### src/lsd_pkg.sv
package lsd_pkg;

  localparam int unsigned LSD_SYS_CLK_HZ    = 125_000_000;
  localparam int unsigned LSD_FAST_LCD_HZ   = 2048;
  localparam int unsigned LSD_SLOW_LCD_HZ   = 128;
  // ticks run at twice the lcd clock so every inversion phase is a whole tick count
  localparam int unsigned LSD_FAST_TICK_CYC = LSD_SYS_CLK_HZ / (2 * LSD_FAST_LCD_HZ);
  localparam int unsigned LSD_SLOW_TICK_CYC = LSD_SYS_CLK_HZ / (2 * LSD_SLOW_LCD_HZ);
  localparam int unsigned LSD_TICK_W        = 20;

  localparam logic [7:0] LSD_ADDR_CFG     = 8'h95;
  localparam logic [7:0] LSD_ADDR_CLK     = 8'h96;
  localparam logic [7:0] LSD_ADDR_SEGE_HI = 8'h97;
  localparam logic [7:0] LSD_ADDR_PTR     = 8'hAC;
  localparam logic [7:0] LSD_ADDR_DAT     = 8'hAE;
  localparam logic [7:0] LSD_ADDR_FRZ     = 8'hB1;
  localparam logic [7:0] LSD_ADDR_SEGE_LO = 8'hED;

  localparam int unsigned LSD_CFG_CLR_BIT    = 6;
  localparam int unsigned LSD_CFG_LCD_CLOCK_SELECT_BIT = 3;
  localparam int unsigned LSD_CFG_BIAS_BIT   = 2;
  localparam int unsigned LSD_PTR_WR_BIT     = 7;
  localparam logic [7:0]  LSD_CFG_MASK       = 8'h0F;
  localparam logic [7:0]  LSD_FD_MASK        = 8'h0F;
  localparam logic [7:0]  LSD_PTR_MASK       = 8'hBF;
  localparam logic [7:0]  LSD_SEGE_HI_MASK   = 8'hFC;
  localparam logic [7:0]  LSD_SEGE_LO_MASK   = 8'h0F;
  localparam logic [7:0]  LSD_FRZ_MASK       = 8'h01;
  localparam logic [7:0]  LSD_REG_RST        = 8'h00;

  localparam int unsigned LSD_MEM_BYTES = 15;
  localparam int unsigned LSD_NUM_SEG   = 29;
  localparam logic [3:0]  LSD_LAST_ADDR = 4'hE;
  localparam logic [7:0]  LSD_DIV_RST   = 8'h80;
  localparam logic [1:0]  LSD_MUX_3X    = 2'b10;
  localparam logic [1:0]  LSD_MUX_4X    = 2'b11;

  function automatic logic [1:0] lsd_last_com(input logic [1:0] mux);
    logic [1:0] r;
    r = (mux == LSD_MUX_4X) ? 2'h3 : ((mux == LSD_MUX_3X) ? 2'h2 : 2'h1);
    return r;
  endfunction

  // inversion phase length in ticks; slow selects the 128 Hz lcd clock
  function automatic logic [7:0] lsd_phase_ticks(input logic       slow,
                                                 input logic [1:0] mux,
                                                 input logic [3:0] fd);
    logic [7:0] n;
    logic [7:0] t;
    n = {4'h0, fd} + 8'h01;
    if (!slow) begin
      if (fd == 4'h0) t = 8'h40;
      else if (mux == LSD_MUX_3X && fd == 4'h1) t = 8'h06;
      else t = {n[6:0], 1'b0};
      if (!mux[1]) t = {t[6:0], 1'b0};
    end else begin
      if (fd == 4'hF) t = 8'h01;
      else if (fd == 4'h0) t = 8'h02;
      else if (!mux[1] && fd == 4'h2) t = 8'h06;
      else if (!mux[1] && fd != 4'h1) t = 8'h08;
      else t = 8'h04;
    end
    return t;
  endfunction

endpackage

### src/lsd_tmr_if.sv
`timescale 1ns/1ns
interface lsd_tmr_if;
  logic       lcd_clock_select;
  logic [1:0] mux;
  logic [3:0] fd;
  logic [1:0] com_idx;
  logic       polarity;
  logic       frame_start;
  modport ctrl  (output lcd_clock_select, output mux, output fd,
                 input com_idx, input polarity, input frame_start);
  modport timer (input lcd_clock_select, input mux, input fd,
                 output com_idx, output polarity, output frame_start);
endinterface

### src/lsd_frame_timer.sv
`timescale 1ns/1ns
module lsd_frame_timer
  import lsd_pkg::*;
#(
  parameter int unsigned FAST_TICK_CYC = LSD_FAST_TICK_CYC,
  parameter int unsigned SLOW_TICK_CYC = LSD_SLOW_TICK_CYC
) (
  input  wire logic i_clk_sys,
  input  wire logic i_rst,
  lsd_tmr_if.timer  tmr
);

  logic [LSD_TICK_W-1:0] base_q, base_d, base_lim;
  logic [7:0]            ph_q, ph_d, lat_q, lat_d, div_now;
  logic [1:0]            com_q, com_d, last_com;
  logic                  pol_q, pol_d, frame_q, frame_d;
  logic                  tick, phase_end, frame_end;

  always_comb begin
    base_lim  = tmr.lcd_clock_select ? LSD_TICK_W'(SLOW_TICK_CYC - 1) : LSD_TICK_W'(FAST_TICK_CYC - 1);
    tick      = (base_q >= base_lim);
    base_d    = tick ? '0 : base_q + 1'b1;
    last_com  = lsd_last_com(tmr.mux);
    div_now   = lsd_phase_ticks(tmr.lcd_clock_select, tmr.mux, tmr.fd);
    phase_end = tick && (ph_q == 8'h00);
    frame_end = phase_end && pol_q && (com_q >= last_com);
    // a new divider code only takes effect at a frame edge, never mid-frame
    lat_d     = frame_end ? div_now : lat_q;
    ph_d      = ph_q;
    if (phase_end) ph_d = lat_d - 8'h01;
    else if (tick) ph_d = ph_q - 8'h01;
    pol_d     = phase_end ? ~pol_q : pol_q;
    com_d     = com_q;
    if (phase_end && pol_q) com_d = (com_q >= last_com) ? 2'h0 : com_q + 2'h1;
    frame_d   = frame_end;
  end

  always_ff @(posedge i_clk_sys) begin
    if (i_rst) begin
      base_q  <= '0;
      ph_q    <= 8'h00;
      lat_q   <= LSD_DIV_RST;
      com_q   <= 2'h0;
      pol_q   <= 1'b0;
      frame_q <= 1'b0;
    end else begin
      base_q  <= base_d;
      ph_q    <= ph_d;
      lat_q   <= lat_d;
      com_q   <= com_d;
      pol_q   <= pol_d;
      frame_q <= frame_d;
    end
  end

  assign tmr.com_idx     = com_q;
  assign tmr.polarity    = pol_q;
  assign tmr.frame_start = frame_q;

  a_inv_phase_toggle: assert property (@(posedge i_clk_sys) disable iff (i_rst)
    phase_end |=> (pol_q != $past(pol_q)) ##1 (pol_q == $past(pol_q)))
    else $error("polarity did not flip once per phase");

  a_com_step_pair: assert property (@(posedge i_clk_sys) disable iff (i_rst)
    (phase_end && pol_q && (com_q < last_com)) |=> (com_q == $past(com_q) + 2'h1))
    else $error("common line did not advance after two phases");

  a_com_hold_half: assert property (@(posedge i_clk_sys) disable iff (i_rst)
    (phase_end && !pol_q) |=> (com_q == $past(com_q)))
    else $error("common line moved in mid waveform period");

  a_frame_reload: assert property (@(posedge i_clk_sys) disable iff (i_rst)
    frame_end |=> (lat_q == $past(div_now)) && (ph_q == lat_q - 8'h01) && frame_q)
    else $error("divider not reloaded at frame edge");

endmodule

### src/lsd_top.sv
`timescale 1ns/1ns
// Functional notes
// - lcd clock 2048 or 128 Hz by bit3
// - rates from clock, mux level, divider code
// - fast clock: sixteen distinct frame rates, fifteen at 3x
// - slow clock 4x: 8, 32, 16 Hz
// - slow clock 2x and 3x rate table
// - common line steps at waveform frequency
// - waveform inverts at twice waveform frequency
// - mux 10/11 turn pins into commons
// - segments 0-15 and 26 always lcd
// - high enable bits 7:2 pick pins 25:20
// - low enable bits 3:0 pick pins 19:16
// - any enable combination, independent per pin
// - pointer write bit7 set stores data
// - eight bit data register, resets zero
// - clear bit wipes segment memory
// - power-on reset wipes segment memory
// - pointer write bit7 clear loads data
// - fifteen bytes, even low, odd high nibble
// - freeze holds display, release next frame
module lsd_top
  import lsd_pkg::*;
#(
  parameter int unsigned FAST_TICK_CYC = LSD_FAST_TICK_CYC,
  parameter int unsigned SLOW_TICK_CYC = LSD_SLOW_TICK_CYC
) (
  input  wire logic                   i_clk_sys,
  input  wire logic                   i_rst,
  input  wire logic [7:0]             i_sfr_addr,
  input  wire logic                   i_sfr_wr,
  input  wire logic [7:0]             i_sfr_wdata,
  input  wire logic                   i_sfr_rd,
  output logic      [7:0]             o_sfr_rdata,
  output logic      [3:0]             o_com_drive,
  output logic      [3:0]             o_com_used,
  output logic      [LSD_NUM_SEG-1:0] o_seg_drive,
  output logic      [LSD_NUM_SEG-1:0] o_seg_lcd_en,
  output logic                        o_pin27_com,
  output logic                        o_pin28_com,
  output logic                        o_wave_polarity,
  output logic                        o_bias_select,
  output logic                        o_frame_start
);

  typedef logic [LSD_MEM_BYTES-1:0][7:0] lsd_mem_t;

  lsd_tmr_if tmr ();

  logic [3:0]       cfg_q, cfg_d;
  logic [3:0]       fd_q, fd_d;
  logic [5:0]       sege_hi_q, sege_hi_d;
  logic [3:0]       sege_lo_q, sege_lo_d;
  logic [7:0]       ptr_q, ptr_d;
  logic [7:0]       dat_q, dat_d;
  logic             frz_q, frz_d;
  logic [7:0]       rdata_q, rdata_d;
  lsd_mem_t         mem_q, mem_d;
  lsd_mem_t         disp_q, disp_d;
  logic [LSD_NUM_SEG-1:0] seg_bit;
  logic [LSD_NUM_SEG-1:0] seg_drv_q, seg_drv_d;
  logic [3:0]       com_drv_q, com_drv_d;
  logic [3:0]       com_use_q, com_use_d;
  logic [1:0]       last_com;
  logic [3:0]       wr_idx;
  logic             wr_ptr, wr_cfg, idx_ok;
  logic [7:0]       mem_rd;
  logic             mem_zero;

  function automatic logic hit(input logic [7:0] a, input logic [7:0] r);
    return a == r;
  endfunction

  assign wr_idx = i_sfr_wdata[3:0];
  // pointer addresses above 14 fall outside the bank: writes drop, reads return zero
  assign idx_ok = (i_sfr_wdata[5:4] == 2'b00) && (wr_idx <= LSD_LAST_ADDR);
  assign mem_rd = idx_ok ? mem_q[wr_idx] : LSD_REG_RST;
  assign wr_ptr = i_sfr_wr && hit(i_sfr_addr, LSD_ADDR_PTR);
  assign wr_cfg = i_sfr_wr && hit(i_sfr_addr, LSD_ADDR_CFG);

  always_comb begin
    mem_zero = 1'b1;
    for (int i = 0; i < LSD_MEM_BYTES; i++) begin
      if (mem_q[i] != 8'h00) mem_zero = 1'b0;
    end
  end

  // register file and segment memory
  always_comb begin
    cfg_d     = cfg_q;
    fd_d      = fd_q;
    sege_hi_d = sege_hi_q;
    sege_lo_d = sege_lo_q;
    ptr_d     = ptr_q;
    dat_d     = dat_q;
    frz_d     = frz_q;
    mem_d     = mem_q;
    if (i_sfr_wr) begin
      unique case (i_sfr_addr)
        LSD_ADDR_CFG: begin
          // the clear bit is a command and is not stored
          cfg_d = i_sfr_wdata[3:0] & LSD_CFG_MASK[3:0];
          if (i_sfr_wdata[LSD_CFG_CLR_BIT]) mem_d = '0;
        end
        LSD_ADDR_CLK:     fd_d = i_sfr_wdata[3:0] & LSD_FD_MASK[3:0];
        LSD_ADDR_SEGE_HI: sege_hi_d = i_sfr_wdata[7:2];
        LSD_ADDR_SEGE_LO: sege_lo_d = i_sfr_wdata[3:0];
        LSD_ADDR_DAT:     dat_d = i_sfr_wdata;
        LSD_ADDR_FRZ:     frz_d = i_sfr_wdata[0];
        LSD_ADDR_PTR: begin
          ptr_d = i_sfr_wdata & LSD_PTR_MASK;
          if (i_sfr_wdata[LSD_PTR_WR_BIT]) begin
            if (idx_ok) mem_d[wr_idx] = dat_q;
          end else begin
            dat_d = mem_rd;
          end
        end
        default: ;
      endcase
    end
  end

  always_comb begin
    rdata_d = rdata_q;
    if (i_sfr_rd) begin
      unique case (i_sfr_addr)
        LSD_ADDR_CFG:     rdata_d = {4'h0, cfg_q};
        LSD_ADDR_CLK:     rdata_d = {4'h0, fd_q};
        LSD_ADDR_SEGE_HI: rdata_d = {sege_hi_q, 2'b00} & LSD_SEGE_HI_MASK;
        LSD_ADDR_SEGE_LO: rdata_d = {4'h0, sege_lo_q} & LSD_SEGE_LO_MASK;
        LSD_ADDR_PTR:     rdata_d = ptr_q & LSD_PTR_MASK;
        LSD_ADDR_DAT:     rdata_d = dat_q;
        LSD_ADDR_FRZ:     rdata_d = {7'h00, frz_q} & LSD_FRZ_MASK;
        default:          rdata_d = LSD_REG_RST;
      endcase
    end
  end

  always_ff @(posedge i_clk_sys) begin
    if (i_rst) begin
      cfg_q     <= 4'h0;
      fd_q      <= 4'h0;
      sege_hi_q <= 6'h00;
      sege_lo_q <= 4'h0;
      ptr_q     <= LSD_REG_RST;
      dat_q     <= LSD_REG_RST;
      frz_q     <= 1'b0;
      rdata_q   <= LSD_REG_RST;
      mem_q     <= '0;
    end else begin
      cfg_q     <= cfg_d;
      fd_q      <= fd_d;
      sege_hi_q <= sege_hi_d;
      sege_lo_q <= sege_lo_d;
      ptr_q     <= ptr_d;
      dat_q     <= dat_d;
      frz_q     <= frz_d;
      rdata_q   <= rdata_d;
      mem_q     <= mem_d;
    end
  end

  assign tmr.lcd_clock_select = cfg_q[LSD_CFG_LCD_CLOCK_SELECT_BIT];
  assign tmr.mux    = cfg_q[1:0];
  assign tmr.fd     = fd_q;

  lsd_frame_timer #(
    .FAST_TICK_CYC (FAST_TICK_CYC),
    .SLOW_TICK_CYC (SLOW_TICK_CYC)
  ) u_timer (
    .i_clk_sys (i_clk_sys),
    .i_rst     (i_rst),
    .tmr       (tmr)
  );

  assign last_com = lsd_last_com(cfg_q[1:0]);

  genvar gs;
  generate
    for (gs = 0; gs < LSD_NUM_SEG; gs++) begin : g_seg
      // even segment in the low nibble, odd in the high, one bit per common
      assign seg_bit[gs] = disp_q[gs/2][4*(gs%2) + tmr.com_idx];
    end
  endgenerate

  // display latch and pin drive
  always_comb begin
    // glass sees a new pattern only at a frame edge, so it never tears mid-frame
    disp_d = (tmr.frame_start && !frz_q) ? mem_q : disp_q;
    for (int k = 0; k < 4; k++) begin
      com_use_d[k] = (2'(k) <= last_com);
      com_drv_d[k] = com_use_d[k] & ((tmr.com_idx == 2'(k)) ^ tmr.polarity);
    end
    seg_drv_d = seg_bit ^ {LSD_NUM_SEG{tmr.polarity}};
    if (cfg_q[1]) seg_drv_d[28] = com_drv_d[2];
    if (cfg_q[1:0] == LSD_MUX_4X) seg_drv_d[27] = com_drv_d[3];
  end

  always_ff @(posedge i_clk_sys) begin
    if (i_rst) begin
      disp_q    <= '0;
      seg_drv_q <= '0;
      com_drv_q <= 4'h0;
      com_use_q <= 4'h0;
    end else begin
      disp_q    <= disp_d;
      seg_drv_q <= seg_drv_d;
      com_drv_q <= com_drv_d;
      com_use_q <= com_use_d;
    end
  end

  // pins 25:16 keep their alternate function unless their own enable bit is set; pins 28 and 27 become commons by the mux field
  assign o_pin28_com  = cfg_q[1];
  assign o_pin27_com  = (cfg_q[1:0] == LSD_MUX_4X);
  assign o_seg_lcd_en = {~o_pin28_com, ~o_pin27_com, 1'b1, sege_hi_q, sege_lo_q,
                         16'hFFFF};
  assign o_sfr_rdata     = rdata_q;
  assign o_seg_drive     = seg_drv_q;
  assign o_com_drive     = com_drv_q;
  assign o_com_used      = com_use_q;
  assign o_wave_polarity = tmr.polarity;
  // bias only steers the external voltage generator; host must set it first
  assign o_bias_select   = cfg_q[LSD_CFG_BIAS_BIT];
  assign o_frame_start   = tmr.frame_start;

  a_ptr_write_mem: assert property (@(posedge i_clk_sys) disable iff (i_rst)
    (wr_ptr && i_sfr_wdata[7] && idx_ok) |=> (mem_q[$past(wr_idx)] == $past(dat_q)))
    else $error("pointer write did not store data byte");

  a_ptr_read_data: assert property (@(posedge i_clk_sys) disable iff (i_rst)
    (wr_ptr && !i_sfr_wdata[7]) |=> (dat_q == $past(mem_rd)))
    else $error("pointer read did not load data register");

  a_clear_cmd_mem: assert property (@(posedge i_clk_sys) disable iff (i_rst)
    (wr_cfg && i_sfr_wdata[6]) |=> mem_zero)
    else $error("clear command left memory nonzero");

  a_por_mem_zero: assert property (@(posedge i_clk_sys)
    i_rst |=> (mem_zero && (dat_q == 8'h00)))
    else $error("reset left memory or data nonzero");

  a_pin_reassign: assert property (@(posedge i_clk_sys) disable iff (i_rst)
    (wr_cfg && (i_sfr_wdata[1:0] == 2'b10)) |=> (o_pin28_com && !o_pin27_com && o_seg_lcd_en[27]))
    else $error("3x mux did not move only pin 28 to common");

  a_fixed_segs: assert property (@(posedge i_clk_sys) disable iff (i_rst)
    (o_seg_lcd_en[15:0] == 16'hFFFF) && o_seg_lcd_en[26])
    else $error("fixed segment lost lcd function");

  a_seg_enable_hi: assert property (@(posedge i_clk_sys) disable iff (i_rst)
    (i_sfr_wr && hit(i_sfr_addr, LSD_ADDR_SEGE_HI))
      |=> (o_seg_lcd_en[25:20] == $past(i_sfr_wdata[7:2])))
    else $error("high enable bits not mapped to pins 25:20");

  a_rsvd_read_zero: assert property (@(posedge i_clk_sys) disable iff (i_rst)
    (i_sfr_rd && hit(i_sfr_addr, LSD_ADDR_PTR)) |=> (o_sfr_rdata[6] == 1'b0))
    else $error("reserved pointer bit read nonzero");

  a_freeze_hold: assert property (@(posedge i_clk_sys) disable iff (i_rst)
    frz_q |=> $stable(disp_q))
    else $error("display changed while frozen");

  a_seg_enable_lo: assert property (@(posedge i_clk_sys) disable iff (i_rst)
    (i_sfr_wr && hit(i_sfr_addr, LSD_ADDR_SEGE_LO))
      |=> (o_seg_lcd_en[19:16] == $past(i_sfr_wdata[3:0])))
    else $error("low enable bits not mapped to pins 19:16");

  a_mux4_pins: assert property (@(posedge i_clk_sys) disable iff (i_rst)
    (wr_cfg && (i_sfr_wdata[1:0] == LSD_MUX_4X))
      |=> (o_pin28_com && o_pin27_com && !o_seg_lcd_en[28] && !o_seg_lcd_en[27]))
    else $error("4x mux did not move both shared pins to commons");

  a_mux2_pins: assert property (@(posedge i_clk_sys) disable iff (i_rst)
    (wr_cfg && !i_sfr_wdata[1])
      |=> (!o_pin28_com && !o_pin27_com && o_seg_lcd_en[28] && o_seg_lcd_en[27]))
    else $error("2x mux took a shared pin away from segments");

  a_data_write: assert property (@(posedge i_clk_sys) disable iff (i_rst)
    (i_sfr_wr && hit(i_sfr_addr, LSD_ADDR_DAT))
      |=> (dat_q == $past(i_sfr_wdata)))
    else $error("data register did not take written byte");

  a_rsvd_enable_lo: assert property (@(posedge i_clk_sys) disable iff (i_rst)
    (i_sfr_rd && hit(i_sfr_addr, LSD_ADDR_SEGE_LO))
      |=> (o_sfr_rdata[7:4] == 4'h0))
    else $error("reserved low enable bits read nonzero");

  a_latch_frame: assert property (@(posedge i_clk_sys) disable iff (i_rst)
    (tmr.frame_start && !frz_q)
      |=> (disp_q == $past(mem_q)))
    else $error("display latch missed frame edge copy");

  a_ptr_out_range: assert property (@(posedge i_clk_sys) disable iff (i_rst)
    (wr_ptr && i_sfr_wdata[7] && !idx_ok)
      |=> (mem_q == $past(mem_q)))
    else $error("out of range pointer write changed memory");

  a_fd_write: assert property (@(posedge i_clk_sys) disable iff (i_rst)
    (i_sfr_wr && hit(i_sfr_addr, LSD_ADDR_CLK))
      |=> (tmr.fd == $past(i_sfr_wdata[3:0])))
    else $error("divider code not taken from write");

endmodule

### config.mk
export PLATFORM = sky130hd
export DESIGN_NAME = lsd_top
export DESIGN_NICKNAME = d
export VERILOG_FILES = /design/src/lsd_pkg.sv /design/src/lsd_tmr_if.sv /design/src/lsd_frame_timer.sv /design/src/lsd_top.sv
export SDC_FILE = /design/constraint.sdc
export NUM_CORES = 1
export LEC_CHECK = 0
export ABC_AREA = 1
export BUFFER_PORTS_ARGS = -buffer_cell sky130_fd_sc_hd__buf_2
export CAP_MARGIN = 15
export CORE_UTILIZATION = 40
export CTS_CLUSTER_SIZE = 28
export DETAILED_ROUTE_END_ITERATION = 7
export PLACE_DENSITY_LB_ADDON = 0.15
export SYNTH_ARGS = -nofsm -noshare
export SYNTH_HDL_FRONTEND = slang
export SYNTH_SLANG_ARGS = --single-unit
### constraint.sdc
create_clock -name i_clk_sys -period 5.25 [get_ports i_clk_sys]
set_clock_uncertainty 0.1 [all_clocks]
set_input_delay 1.3125 -clock i_clk_sys [delete_from_list [all_inputs] [get_ports i_clk_sys]]
set_output_delay 1.3125 -clock i_clk_sys [all_outputs]
set_load 0.05 [all_outputs]
# Yosys cells after proc, flatten, opt, wreduce, memory -nomap -nowiden
# Index checks and enable logic that the tools add are counted.
# totals
reg_bits	355
in_bits	20
out_inout_bits	79
# op_classes
n_addsub	6
order_cmp	11
n_eq_ne	20
mux	88
bitwise_logic	12
n_reduce_logical	27
# op_table
cell	count
120-bit two-way mux	3
120-bit case mux with 2 select lines	1
120-bit bitwise mux	1
8-bit two-way mux	14
8-bit == test (second input constant)	7
8-bit case mux with 7 select lines	1
1-bit binary-select mux with 3-bit select	14
8-bit binary-select mux with 4-bit select	1
8-bit demux with 4-bit select	1
1-bit two-way mux	31
1-bit binary-select mux with 2-bit select	15
29-bit XOR	1
20-bit by 1-bit adder with 20-bit output (second input constant)	1
20-bit >= comparator	1
19-bit two-way mux	1
8-bit case mux with 2 select lines	1
8-bit by 1-bit subtractor with 8-bit output (second input constant)	2
2-bit AND reduction	6
1-bit logical AND	9
2-bit == test (second input constant)	4
8-bit logical NOT	1
2-bit != test (second input constant)	4
2-bit two-way mux	3
2-bit nonzero test	3
other kinds (26)	38

# Logic depth before layout (Yosys ltp)
# logic_depth
depth_word	10
ltp_mapped	20
mapped_depth_nobuf	20

# By module
# Synthesis repeated with hierarchy kept, for this count alone.
# hier_totals
cells_unflattened	2347
hier_area_um2	16674.7
# modules_own_cells
module	instances	cells_per_inst	area_each_um2
lsd_top	1	1976	14068.5
lsd_frame_timer	1	371	2606.2

# Worst setup path after synthesis
# OpenSTA, ideal clock, no wires.
# synth_timing
path_type	flip-flop to output port
startpoint	register cfg_q[1]
endpoint	output o_pin27_com
arrival_ns	1.758
required_ns	3.838
setup_slack_ns	2.079
stages_incl_launch_ff	4
path_cell_list	dfxtp_1 > clkbuf_1 > nand2_1 > inv_1
# synth_between
elab_chain_len	1
# synth_rtl
element	line_no	text
start: declaration	lsd_top.sv:50	logic [3:0] cfg_q, cfg_d;
start signal: assignment	lsd_top.sv:151	cfg_q <= cfg_d;
2-bit == test	lsd_top.sv:215	assign o_pin27_com = (cfg_q[1:0] == LSD_MUX_4X);
end: declaration	lsd_top.sv:39	output logic o_pin27_com,
# Every way passes these cells.

# Final worst setup path
# layout_timing
startpoint	register cfg_q[3]
endpoint	register u_timer.ph_q[6]
# layout_between
elab_chain_len	8
word_cells_on_any_way	10
cone_classes	1 x add/sub; 1 x order compare; 4 x mux; 4 x reduce/logical
# layout_rtl
element	line_no	text
19-bit two-way mux	lsd_frame_timer.sv:20	base_lim = tmr.lcd_clock_select ? LSD_TICK_W'(SLOW_TICK_CYC - 1) : LSD_TICK_W'(FAST_TICK_CYC - 1);
20-bit >= comparator	lsd_frame_timer.sv:21	tick = (base_q >= base_lim);
1-bit logical AND	lsd_frame_timer.sv:25	phase_end = tick && (ph_q == 8'h00);
1-bit logical AND (2 in a row)	lsd_frame_timer.sv:26	frame_end = phase_end && pol_q && (com_q >= last_com);
8-bit two-way mux	lsd_frame_timer.sv:28	lat_d = frame_end ? div_now : lat_q;
8-bit by 1-bit subtractor with 8-bit output	lsd_frame_timer.sv:30	if (phase_end) ph_d = lat_d - 8'h01;
8-bit two-way mux	lsd_frame_timer.sv:30	
end signal: assignment	lsd_frame_timer.sv:48	ph_q <= ph_d;
end: declaration	lsd_frame_timer.sv:14	logic [7:0] ph_q, ph_d, lat_q, lat_d, div_now;
# Several ways; a longest one is shown, not always the timed one.
# A chain may end at the register's enable or synchronous reset.

==> reports/qor_table.md <==
| Parameter | This run | Unit |
|---|---|---|
| Start of the worst register-to-register path | cfg_q[3] | - |
| Diodes inserted | 0 | - |
| Starting utilization of the core area | 0.410 | - |
| Placer's final routability congestion estimate | 0.868 | - |
| Wire length of the first global-routing pass | 72200 | um |
| TNS Setup | 0 | ns |
| Standard-cell row count | 71 | - |
| Kind of start point of the critical path | register | - |
| Start point of the critical path | cfg_q[3] | - |
| WL per Instance | 16.7 | um |
| Post-synth ARST share | 0 | - |
| Final-report setup violation count | 0 | - |
| Total Nets Final | 2204 | - |
| Final worst-path setup slack | 1.61 | ns |
| Maximum count of clock buffers along a single path | 3 | - |
| Overall power | 5.73 | mW |
| Setup repair after global routing missed its margin | false | - |
| Worst-case headroom to the max-slew limit | 0.392 | - |
| DRC | 0 | - |
| Cell accounting for the most synthesized area | sky130_fd_sc_hd__dfxtp_1 | - |
| Critical Path End | u_timer.ph_q[6] | - |
| Most frequently used cell type in the post-synthesis netlist | sky130_fd_sc_hd__nand2_1 | - |
| Area share of the leading cell type in the synthesized netlist | 0.455 | - |
| Clock latency at the later pin of the worst-skew pair | 0.56 | ns |
| Crit Path Class | register to register | - |
| Max-slew violation total from the final report | 0 | - |
| CTS root buf | sky130_fd_sc_hd__clkbuf_16 | - |
| Endpoint type of the worst setup path | register | - |
| Outcome | completed | - |
| Area of the mapped netlist | 0.0156 | mm^2 |
| Count of hold-fix buffers inserted at cts | 0 | - |
| DR iter-0 viols | 1186 | - |
| Antenna viol nets, final | 0 | - |
| Total via count after detailed routing | 14100 | - |
| Largest net degree at the start of global routing | 167 | - |
| Critical path arrival | 4.02 | ns |
| Primary flip-flop cell chosen by synthesis mapping | sky130_fd_sc_hd__dfxtp_1 | - |
| Post-CTS Setup Inserts | 0 | - |
| DIE HEIGHT | 200 | um |
| Pre-CTS setup slack | 1.19 | ns |
| Register clock-pin slew on the reported worst setup and hold paths | 0.06 | ns |
| Transition at the pin with the smallest max-transition slack | 0.912 | ns |
| Average size of a mapped cell | 7.28 | um^2 |
| Crit path max fanout | 15 | - |
| Number of standard cells after synthesis | 2142 | - |
| Number of H-tree levels | 2 | - |
| Instance count after placement with tap cells included | 2631 | - |
| Overall routed net length | 45000 | um |
| Global-route usage over all layers | 0.230 | - |
| Hold-critical path depth | 2 | - |
| Detail Placement HPWL | 29400 | um |
| Routed via count divided by cell count | 5.22 | - |
| Worst Min Path Start | disp_q[104] | - |
| Ranking of synthesized cells by instance count | sky130_fd_sc_hd__nand2_1, sky130_fd_sc_hd__dfxtp_1, sky130_fd_sc_hd__nor2_1 | - |
| Total overflow reported by the global router | 0 | - |
| Time the final worst path needs with I/O delays and setup | 3.64 | ns |
| Area of the die | 0.0398 | mm^2 |
| Post-route insts no fill | 2705 | - |
| Register area share after synthesis | 0.455 | - |
| Proportion of layout cells with a drive suffix above 1 | 0.0971 | - |
| Synthesis Warnings | 0 | - |
| Crit Reg-Reg Endpoint | u_timer.ph_q[6] | - |
| Die extent in x | 200 | um |
| Leading cell types by total area after synthesis | sky130_fd_sc_hd__dfxtp_1, sky130_fd_sc_hd__nand2_1, sky130_fd_sc_hd__nor2_1 | - |
| Required time of the worst setup path | 5.63 | ns |
| Total CTS buffers | 41 | - |
| Number of search-and-repair iterations in the first detailed-routing pass | 5 | - |
| Hold WC Path Type | register to register | - |
| Peak supply drop | 0.195 | mV |
| TritonCTS clock tree | built | - |
| Power Dens Cells | 326 | mW/mm^2 |
| Internal reg-to-reg setup slack | 1.61 | ns |
| Cell count of the worst reg-to-reg path | 17 | - |
| Cells resized by post-CTS repair | 0 | - |
| Clk sinks | 355 | - |
| Number of enable-type register cells in the synthesized netlist | 0 | - |
| Relative area change from synthesis to final layout | 12.7 | % |
| Upper clock frequency limit | 275 | MHz |
| Hold Fails Final Rpt | 0 | - |
| Count of buffers from port buffering | 81 | - |
| Ratio of final minimum period to clock period | 0.693 | - |
| Via count of the first global-routing pass | 13200 | - |
| Number of ports placed on the die boundary | 99 | - |
| Initial antenna violation count | 0 | - |
| Number of max-cap violations | 0 | - |
| Core Region | 0.0380 | mm^2 |
| Static leakage power | 6.71 | nW |
| Number of synthesized register bits | 355 | - |
| Number of distinct library cells after synthesis | 46 | - |
-- flip-flops by register name, summed over array words and instances (netlist names), 6 cells and up --
name	count
o_seg_drive	29
dat_q	8
u_timer.base_q	20
ptr_q	7
mem_q	120
u_timer.ph_q	8
sege_hi_q	6
o_sfr_rdata	8
disp_q	116
u_timer.lat_q	8
-- final cells by class --
type / instances / area [um^2]
Fill cell: 3944 / 20400
Multi-Input combinational cell: 1521 / 7360
Sequential cell: 355 / 7110
Clock buffer: 66 / 1300
Tap cell: 511 / 639
Timing Repair Buffer: 103 / 586
Inverter: 141 / 538
Clock inverter: 8 / 55.1
-- worst max-delay path: stages, from the launching register on --
cell and delay [ns]:
sky130_fd_sc_hd__dfxtp_1 0.56, sky130_fd_sc_hd__inv_1 0.35, sky130_fd_sc_hd__ha_1 0.40, sky130_fd_sc_hd__nand4_1 0.12, sky130_fd_sc_hd__nor2_1 0.17, sky130_fd_sc_hd__nand3_1 0.10, sky130_fd_sc_hd__nand3_2 0.25, sky130_fd_sc_hd__nand4_2 0.31
sky130_fd_sc_hd__nand2_1 0.17, sky130_fd_sc_hd__nand3_1 0.10, sky130_fd_sc_hd__nand2_1 0.14, sky130_fd_sc_hd__ha_1 0.18, sky130_fd_sc_hd__inv_1 0.05, sky130_fd_sc_hd__nor2_1 0.16, sky130_fd_sc_hd__nand2_1 0.09, sky130_fd_sc_hd__o21bai_1 0.13
sky130_fd_sc_hd__inv_1 0.05, sky130_fd_sc_hd__nor2_1 0.11
-- how the worst min path moves through the flow --
stage                        endpoint  slack, ns
floorplan           u_timer.base_q[0]       0.32
global placement    u_timer.base_q[0]       0.33
detailed placement         disp_q[92]       0.34
CTS                        disp_q[88]       0.35
global route               disp_q[92]       0.37
finish                    disp_q[104]       0.34
-- metal layers --
layer | routed length, um | global-route usage | vias to the layer above | share of wire
met2 | 20500 | 0.367 | 335 | 0.46
met3 | 2450 | 0.0378 | 75 | 0.054
li1 | - | - | 7144 | -
met5 | 0 | 0 | - | 0
met1 | 21100 | 0.319 | 6576 | 0.47
met4 | 991 | 0.0650 | 0 | 0.022
-- cells by family (layout without fill, tap and decap cells) --
logic type / count (synthesis) / after routing / share of synthesized area
buffers and inverters: 282 / 318 / 0.0767
other: 1 / 17 / 0.000240
AO/OA/AOI/OAI: 598 / 598 / 0.211
adder cells (fa/ha/maj): 21 / 21 / 0.0168
flip-flops: 355 / 355 / 0.455
XOR/XNOR: 15 / 15 / 0.00842
AND/OR/NAND/NOR: 870 / 870 / 0.231
-- through the flow --
| stage | hold WS, ns | util | instance area, um^2 |
|---|---|---|---|
| 2_1_floorplan | 0.317 | - | 15700 |
| 3_3_place_gp | 0.332 | 0.427 | 16200 |
| 3_5_place_dp | 0.337 | 0.427 | 16200 |
| 4_1_cts | 0.346 | 0.463 | 17600 |
| 5_1_grt | 0.368 | 0.463 | 17600 |
| 6_report | 0.342 | 0.463 | 17600 |
-- cell usage in the layout (no fill, tap or decap), types with 35 or more instances in the layout --
cell type                   netlist  routed
sky130_fd_sc_hd__a21oi_1        229     229
sky130_fd_sc_hd__a22oi_1         35      35
sky130_fd_sc_hd__buf_2            8      80
sky130_fd_sc_hd__clkbuf_16        0      43
sky130_fd_sc_hd__dfxtp_1        355     353
sky130_fd_sc_hd__inv_1          132     131
sky130_fd_sc_hd__nand2_1        428     427
sky130_fd_sc_hd__nand3_1         42      42
sky130_fd_sc_hd__nor2_1         329     329
sky130_fd_sc_hd__o21ai_0        231     231
sky130_fd_sc_hd__o22ai_1         37      37
-- where the power goes --
| group | switching [mW] | internal [mW] | leakage (nW) | total, mW |
|---|---|---|---|---|
| logic | 0.155 | 0.0306 | 3.19 | 0.186 |
| registers | 0.00194 | 2.70 | 2.86 | 2.70 |
| clock network | 1.14 | 1.70 | 0.662 | 2.84 |
| total | 1.30 | 4.43 | 6.71 | 5.73 |
No activity file was read; power rests on OpenSTA's default activity.
